File: config.mk
export PLATFORM = sky130hd
export DESIGN_NAME = scp_ports
export DESIGN_NICKNAME = d
export VERILOG_FILES = /design/src/shared/scp_pkg.sv /design/src/rtl/scp_ports.sv
export VERILOG_INCLUDE_DIRS = /design/src /design/src/shared
export SDC_FILE = /design/constraint.sdc
export NUM_CORES = 1
export LEC_CHECK = 0
export BUFFER_PORTS_ARGS = -buffer_cell sky130_fd_sc_hd__clkbuf_2
export CORE_MARGIN = 2
export CORE_UTILIZATION = 40
export CTS_BUF_LIST = sky130_fd_sc_hd__clkbuf_4 sky130_fd_sc_hd__clkbuf_8
export DETAILED_ROUTE_END_ITERATION = 10
export GPL_TIMING_DRIVEN = 0
export PLACE_DENSITY_LB_ADDON = 0.12
export SETUP_SLACK_MARGIN = 0.5
export SLEW_MARGIN = 20
export SYNTH_ARGS = -nofsm -noshare
export SYNTH_HDL_FRONTEND = slang
export SYNTH_SLANG_ARGS = --single-unit
File: constraint.sdc
create_clock -name clock_in -period 1.15 [get_ports clock_in]
set_input_delay 0.115 -clock clock_in [delete_from_list [all_inputs] [get_ports clock_in]]
set_output_delay 0.115 -clock clock_in [all_outputs]
set_load 0.01 [all_outputs]
File: src/shared/scp_regs.svh
/*
  Port addresses, bit positions and reset values of the system control ports.
  Assumes an 8-bit I/O data path and a 16-bit I/O address.
*/
`ifndef SCP_REGS_SVH
`define SCP_REGS_SVH
`define SCP_ADDR_CTRL 16'h0061
`define SCP_ADDR_INDEX 16'h0070
`define SCP_ADDR_DATA 16'h0071
`define SCP_BIT_PAR_ERR 7
`define SCP_BIT_CHN_ERR 6
`define SCP_BIT_T2_OUT 5
`define SCP_BIT_REFRESH 4
`define SCP_BIT_CHN_EN_N 3
`define SCP_BIT_PAR_EN_N 2
`define SCP_BIT_SPK_EN 1
`define SCP_BIT_T2_GATE 0
`define SCP_BIT_NMI_MASK 7
`define SCP_CTRL_RESET 4'hC
`define SCP_INDEX_RESET 6'h00
`define SCP_NMI_MASK_RESET 1'h1
`define SCP_CTRL_WR_MSB 3
`define SCP_INDEX_MSB 5
`define SCP_RDATA_IDLE 8'h00
`define SCP_EVENT_COUNT 4
`define SCP_EV_PAR 3
`define SCP_EV_CHN 2
`define SCP_EV_T2 1
`define SCP_EV_REF 0
`endif

File: src/shared/scp_pkg.sv
/*
  Types shared by the system control port logic.
  Assumes scp_regs.svh holds the numeric constants.
*/
package scp_pkg;
  typedef struct packed {
    logic chan_en_n;
    logic par_en_n;
    logic spk_en;
    logic t2_gate;
  } scp_ctrl_t;
  typedef struct packed {
    logic nmi_mask;
    logic [5:0] index;
  } scp_index_t;
endpackage

File: src/rtl/scp_ports.sv
/*
  System control port and CMOS index / NMI mask port, as one I/O slave.
  Assumes a single-cycle I/O strobe from logic on clock_in; board event pins are asynchronous.
*/
// Behaviour
// - the control port answers I/O reads and writes at address 0061.
// - control bit 3 is an active-low channel-check enable, read back, reset to 1.
// - control bit 2 is an active-low parity-check enable, read back, reset to 1.
// - control bit 1 enables speaker data, read back, reset to 0.
// - control bit 0 drives the timer 2 gate and is read back.
// - control read bit 7 is 1 when a parity error has been caught.
// - control read bit 6 is 1 when a channel check error has been caught.
// - control read bit 5 shows the timer 2 output level.
// - control read bit 4 toggles once per refresh request.
// - index port bit 7 masks NMI when 1, bit 6 is reserved.
// - the NMI mask resets to 1 and is write-only.
// - index port bits 5..0 select the CMOS byte moved through port 0071.
`timescale 1ns/1ps
`include "scp_regs.svh"
module scp_ports
  import scp_pkg::*;
(
  // clock and reset
  input wire logic clock_in,
  input wire logic reset_in,
  // I/O bus from the processor
  input wire logic [15:0] io_addr_in,
  input wire logic io_wr_in,
  input wire logic io_rd_in,
  input wire logic [7:0] io_wdata_in,
  output logic [7:0] io_rdata_out,
  output logic io_rvalid_out,
  // board events (asynchronous)
  input wire logic parity_err_in,
  input wire logic chan_check_in,
  input wire logic timer2_out_in,
  input wire logic refresh_req_in,
  // controls
  output logic timer2_gate_out,
  output logic speaker_en_out,
  output logic nmi_out,
  // CMOS RAM side
  output logic [5:0] cmos_index_out,
  output logic cmos_wr_out,
  output logic cmos_rd_out,
  output logic [7:0] cmos_wdata_out,
  input wire logic [7:0] cmos_rdata_in
);
  // register state
  scp_ctrl_t ctrl_q;
  scp_index_t idx_q;

  // event tracking state
  logic refresh_last_q;
  logic toggle_q;
  logic par_flag_q;
  logic chn_flag_q;

  // synchronised board events
  logic [`SCP_EVENT_COUNT-1:0] sync_w;

  // inputs in bit order: parity, channel, timer2, refresh
  wire [`SCP_EVENT_COUNT-1:0] raw_events = {parity_err_in, chan_check_in, timer2_out_in, refresh_req_in};

  // two flops per pin; only the second stage is read, so metastability stays in the first
  genvar g;
  generate
    for (g = 0; g < `SCP_EVENT_COUNT; g++) begin : g_sync
      logic s1_q;
      logic s2_q;
      always_ff @(posedge clock_in or posedge reset_in) begin
        if (reset_in) begin
          s1_q <= 1'b0;
          s2_q <= 1'b0;
        end else begin
          s1_q <= raw_events[g];
          s2_q <= s1_q;
        end
      end
      assign sync_w[g] = s2_q;
    end
  endgenerate

  wire par_sync = sync_w[`SCP_EV_PAR];
  wire chn_sync = sync_w[`SCP_EV_CHN];
  wire t2_sync = sync_w[`SCP_EV_T2];
  wire ref_sync = sync_w[`SCP_EV_REF];

  // address decode
  wire sel_ctrl = (io_addr_in == `SCP_ADDR_CTRL);
  wire sel_index = (io_addr_in == `SCP_ADDR_INDEX);
  wire sel_data = (io_addr_in == `SCP_ADDR_DATA);
  wire wr_ctrl = io_wr_in && sel_ctrl;
  wire wr_index = io_wr_in && sel_index;
  wire cmos_wr_hit = io_wr_in && sel_data;
  wire cmos_rd_hit = io_rd_in && sel_data;

  // on the control port only the low four bits are writable; upper write positions are dropped
  wire [`SCP_CTRL_WR_MSB:0] ctrl_wbits = io_wdata_in[`SCP_CTRL_WR_MSB:0];
  wire [`SCP_INDEX_MSB:0] index_wbits = io_wdata_in[`SCP_INDEX_MSB:0];
  wire mask_wbit = io_wdata_in[`SCP_BIT_NMI_MASK];

  // a flag clears only when software writes its enable bit to 1
  wire par_en_written = wr_ctrl && io_wdata_in[`SCP_BIT_PAR_EN_N];
  wire chn_en_written = wr_ctrl && io_wdata_in[`SCP_BIT_CHN_EN_N];

  // set wins over clear so an error in the clearing cycle is kept
  wire par_flag_d = (par_sync && !ctrl_q.par_en_n) || (par_flag_q && !par_en_written);
  wire chn_flag_d = (chn_sync && !ctrl_q.chan_en_n) || (chn_flag_q && !chn_en_written);

  // refresh toggle counts synchronised rising edges only
  wire refresh_edge = ref_sync && !refresh_last_q;
  wire toggle_d = toggle_q ^ refresh_edge;

  // read side of the control port
  wire [7:0] ctrl_rd = {par_flag_q, chn_flag_q, t2_sync, toggle_q, ctrl_q};

  // the index port is write-only; reading it returns zero, not the mask
  wire [7:0] rd_mux = sel_ctrl ? ctrl_rd : (sel_data ? cmos_rdata_in : `SCP_RDATA_IDLE);
  wire [7:0] rdata_d = io_rd_in ? rd_mux : `SCP_RDATA_IDLE;

  // nmi request while any enabled flag is latched and the mask is open
  wire nmi_d = (par_flag_q || chn_flag_q) && !idx_q.nmi_mask;

  always_ff @(posedge clock_in or posedge reset_in) begin
    if (reset_in) begin
      ctrl_q <= scp_ctrl_t'(`SCP_CTRL_RESET);
    end else if (wr_ctrl) begin
      ctrl_q <= scp_ctrl_t'(ctrl_wbits);
    end
  end

  always_ff @(posedge clock_in or posedge reset_in) begin
    if (reset_in) begin
      idx_q <= {`SCP_NMI_MASK_RESET, `SCP_INDEX_RESET};
    end else if (wr_index) begin
      idx_q <= {mask_wbit, index_wbits};
    end
  end

  always_ff @(posedge clock_in or posedge reset_in) begin
    if (reset_in) begin
      refresh_last_q <= 1'b0;
    end else begin
      refresh_last_q <= ref_sync;
    end
  end

  always_ff @(posedge clock_in or posedge reset_in) begin
    if (reset_in) begin
      toggle_q <= 1'b0;
    end else begin
      toggle_q <= toggle_d;
    end
  end

  always_ff @(posedge clock_in or posedge reset_in) begin
    if (reset_in) begin
      par_flag_q <= 1'b0;
    end else begin
      par_flag_q <= par_flag_d;
    end
  end

  always_ff @(posedge clock_in or posedge reset_in) begin
    if (reset_in) begin
      chn_flag_q <= 1'b0;
    end else begin
      chn_flag_q <= chn_flag_d;
    end
  end

  // read data is zero outside a read so a stale byte never leaks onto the bus
  always_ff @(posedge clock_in or posedge reset_in) begin
    if (reset_in) begin
      io_rdata_out <= `SCP_RDATA_IDLE;
    end else begin
      io_rdata_out <= rdata_d;
    end
  end

  always_ff @(posedge clock_in or posedge reset_in) begin
    if (reset_in) begin
      io_rvalid_out <= 1'b0;
    end else begin
      io_rvalid_out <= io_rd_in;
    end
  end

  always_ff @(posedge clock_in or posedge reset_in) begin
    if (reset_in) begin
      nmi_out <= 1'b0;
    end else begin
      nmi_out <= nmi_d;
    end
  end

  // one-cycle strobes on the CMOS side; the index is steady from the earlier write
  always_ff @(posedge clock_in or posedge reset_in) begin
    if (reset_in) begin
      cmos_wr_out <= 1'b0;
    end else begin
      cmos_wr_out <= cmos_wr_hit;
    end
  end

  always_ff @(posedge clock_in or posedge reset_in) begin
    if (reset_in) begin
      cmos_rd_out <= 1'b0;
    end else begin
      cmos_rd_out <= cmos_rd_hit;
    end
  end

  // write data holds after the strobe so a slow store can take it late
  always_ff @(posedge clock_in or posedge reset_in) begin
    if (reset_in) begin
      cmos_wdata_out <= `SCP_RDATA_IDLE;
    end else if (cmos_wr_hit) begin
      cmos_wdata_out <= io_wdata_in;
    end
  end

  // these outputs are flop fields of the register state
  assign timer2_gate_out = ctrl_q.t2_gate;
  assign speaker_en_out = ctrl_q.spk_en;
  assign cmos_index_out = idx_q.index;
endmodule

==> results.py <==
metrics = {
    "routing": {
        "detail_route.drc_violations": 0,
        "wl_microns": 3690,
        "drtIter0Drc": 33,
        "vias_per_cell": 4.86,
        "vias": 1277,
        "drt_first_pass_iters": 5,
        "drt-wirelength-per-cell_microns": 14.0,
        "postRouteAntennaNets": 0,
    },
    "floorplan": {
        "design.die.area_sq_um": 4730,
        "dieHeight_microns": 68.8,
        "die_x_microns": 68.8,
        "core_sq_um": 4030,
        "ioPinCount": 68,
        "start_util_pct": 41.6,
        "core.rowCount": 23,
    },
    "setup_path": {
        "criticalPathCategory": "primary input to flop",
        "cp-start-kind": "primary input",
        "critPathMaxStageDelay_ps": 570,
        "end_kind": "flop",
        "cp.required_ps": 1320,
        "crit_fanout": 9,
        "r2r_start": "cmos_wdata_out[4]",
        "critPathLaunch": "io_addr_in[1]",
        "worstPathArrival_ps": 1630,
        "slowest_stage": "or4b_4",
        "path_cells": "buf_6 > or4b_4 > nor3_4 > and2_4 > buf_12 > mux2_4",
    },
    "synthesis": {
        "yosysSeqAreaShare_pct": 64.4,
        "ys_types": 27,
        "synth_top_area_share_pct": 59.7,
        "avgSynthCellArea_sq_um": 14.8,
        "yosysMostFrequentCell": "dfrtp_1",
        "ys_ff_latch": 43,
        "synth_edf_count": 0,
        "ys.flop_type": "dfrtp_1",
        "synth_area_leaders": "dfrtp_1 60%, mux2_2 7.4%, mux2_4 7.2%",
        "syn_area_sq_um": 1680,
        "syn_nets": 153,
        "yosysTopAreaCell": "dfrtp_1",
        "yosys_warnings": 0,
        "synthTopCellsByCount": "40 x dfrtp_1, 11 x mux2_2, 10 x nor2_1",
        "synth_cells": 113,
        "synthArstFlopShare_pct": 100,
    },
    "pwr": {
        "switching_share_pct": 20.1,
        "netSwitchingPower_mw": 0.558,
        "design_power_total_mw": 2.78,
        "ir_drop_mv": 0.801,
        "p_leak_nw": 1.34,
        "combinationalPowerShare_pct": 6.8,
        "pwr_density_cell_nw_per_um2": 1070,
        "seqPwrFrac_pct": 56.6,
        "clockPowerShare_pct": 36.6,
        "internal-power_mw": 2.22,
    },
    "placed_design": {
        "hpwl_microns": 2490,
        "finalWeightedCongestion": 0.684,
        "place_inst": 230,
        "place_area_sq_um": 2090,
        "place_ws_ps": -857,
        "numPortBuffers": 67,
    },
    "timing": {
        "fmax_ghz": 0.683,
        "finalHoldViolCount": 13,
        "fin_setup_tns_ps": -6580,
        "fin_crit_sh_pct": 127,
        "relSlewSlack_pct": 40.7,
        "worstMarginPinSlew_ps": 887,
        "setup-violations-final": 30,
        "fin_crit_ps": 1460,
        "skew_ps": 2.53,
        "rsz0062_at_grt": "true",
        "drv_slew": 0,
        "whs_ps": -7.45,
        "fin_ws_ps": -314,
    },
    "final_layout": {
        "instances_no_fill": 263,
        "layout.nets": 252,
        "layout-drive-gt1-share_pct": 64.3,
        "num_antenna_cells": 0,
        "fillCellCount": 336,
        "syn_to_final_growth_pct": 54.7,
        "stdcell_area_sq_um": 2600,
    },
    "clocking": {
        "cts_tree": "yes",
        "clk_pin_slew_ps": 70,
        "clockBufferDepth": 2,
        "root_buffer": "clkbuf_8",
        "ctsHtreeMaxLevel": 2,
        "numClockSinks": 43,
        "cts_inserted_buffers": 5,
        "clk_latency_ps": 280,
    },
    "status": {
        "outcome": "finished, violations left",
        "violations": "negative hold slack, negative setup slack",
    },
    "global_routing": {
        "gr-total-overflow": 0,
        "grt_pass1_wl_microns": 5720,
        "grt_usage_pct": 16.7,
        "grt_antenna_before_repair": 0,
        "grt_max_degree": 44,
        "grt_pass1_vias": 1294,
    },
    "run": {
        "maxCapViolCount": 0,
    },
    "min_path": {
        "holdCritPathClass": "primary input to asynchronous set/reset pin",
    },
}
==> layer usage <==
metal	wire length (microns)	vias to the layer above	GRT usage, %
li1	-	594	-
met1	1450	629	19.9
met2	1960	50	29.8
met3	239	4	3.41
met5	0	-	0
met4	33	0	5.88
==> cells by family after synthesis <==
| kind of cell | count (synthesis) | share of synthesized area [%] |
|---|---|---|
| XOR/XNOR | 1 | 0.522 |
| AND/OR/NAND/NOR | 28 | 10.3 |
| flip-flops | 43 | 64.4 |
| AO/OA/AOI/OAI | 10 | 5.22 |
| multiplexers | 19 | 14.5 |
| buffers and inverters | 12 | 5.07 |
==> path summary, 6_finish.rpt <==
| kind | endpoint | slack, ps | depth (start not counted) |
|---|---|---|---|
| worst max-delay path | cmos_wdata_out[4] | -310 | 6 |
| worst min-delay path | g_sync[1].s2_q | -7 | 2 |
| worst max register to register | cmos_wdata_out[4] | 240 | 2 |
| worst min register to register | g_sync[1].s2_q | 350 | 0 |
| max in group asynchronous | g_sync[0].s1_q | 670 | 2 |
| min in group clock_in | cmos_wdata_out[6] | 60 | 2 |
==> power groups by stage <==
stage	Combinational (mW)	Sequential (mW)	Clock, mW
2_1_floorplan	0.0575	1.59	0
3_3_place_gp	0.144	1.60	0
3_5_place_dp	0.150	1.60	0
4_1_cts	0.187	1.57	1.07
5_1_grt	0.213	1.58	1.13
6_report	0.189	1.57	1.02
==> critical path, delay by kind of cell <==
kind | cells | cell delay (ps)
muxes | 1 | 300
and+or+nand+nor | 3 | 990
buffers and inverters | 2 | 220
==> flip-flops by register name, indices dropped and copies added, names as in the netlist, 2 cells and up <==
register,count
cmos_wdata_out,8
io_rdata_out,8
ctrl_q,2
g_sync.s2_q,3
cmos_index_out,6
g_sync.s1_q,4
==> metrics by stage <==
stage | hold slack [ps] | utilization [%]
CTS | 17.7 | 62.2
floorplan | 112 | -
global route | 44.5 | 64.4
detailed placement | 225 | 52.0
global placement | 223 | 52.0
finish | -7.45 | 64.4
==> cell type report <==
cell class              instances  area, sq um  share of cell area (%)
flip-flops and latches         43         1080                    41.6
inverters                       3         15.0                   0.578
plain buffers                   9          103                    3.95
multi-input cells              58          601                    23.1
repair buffers                 92          632                    24.3
well taps                      50         62.6                    2.41
clock buffers                   8          104                    4.00
==> repair_timing <==
item | 4_1_cts | 5_1_grt
buffers inserted | 14 | 6
pin swaps | 7 | 3
hold buffers | 5 | 0
endpoints found under the hold margin | 5 | 0
setup endpoints to repair | 61 | 61
gates cloned | 0 | 0
resized for setup | 32 | 31
==> cell usage in the layout, fill, tap and decap left out, types with 2 or more instances in the layout <==
master / synthesis / routed
buf_12: 1 / 3
buf_4: 6 / 15
nor3_4: 1 / 3
mux2_2: 11 / 4
clkbuf_2: 0 / 38
nor2_1: 10 / 9
clkbuf_8: 0 / 7
buf_6: 0 / 18
a22o_1: 2 / 2
nand2_1: 2 / 2
dfrtp_1: 40 / 40
nand3_1: 3 / 3
buf_2: 1 / 20
mux2_4: 8 / 15
inv_1: 3 / 2
dfstp_2: 3 / 3
a32oi_1: 8 / 7
dlygate4sd3_1: 0 / 5
(Power assumes the default switching activity.)
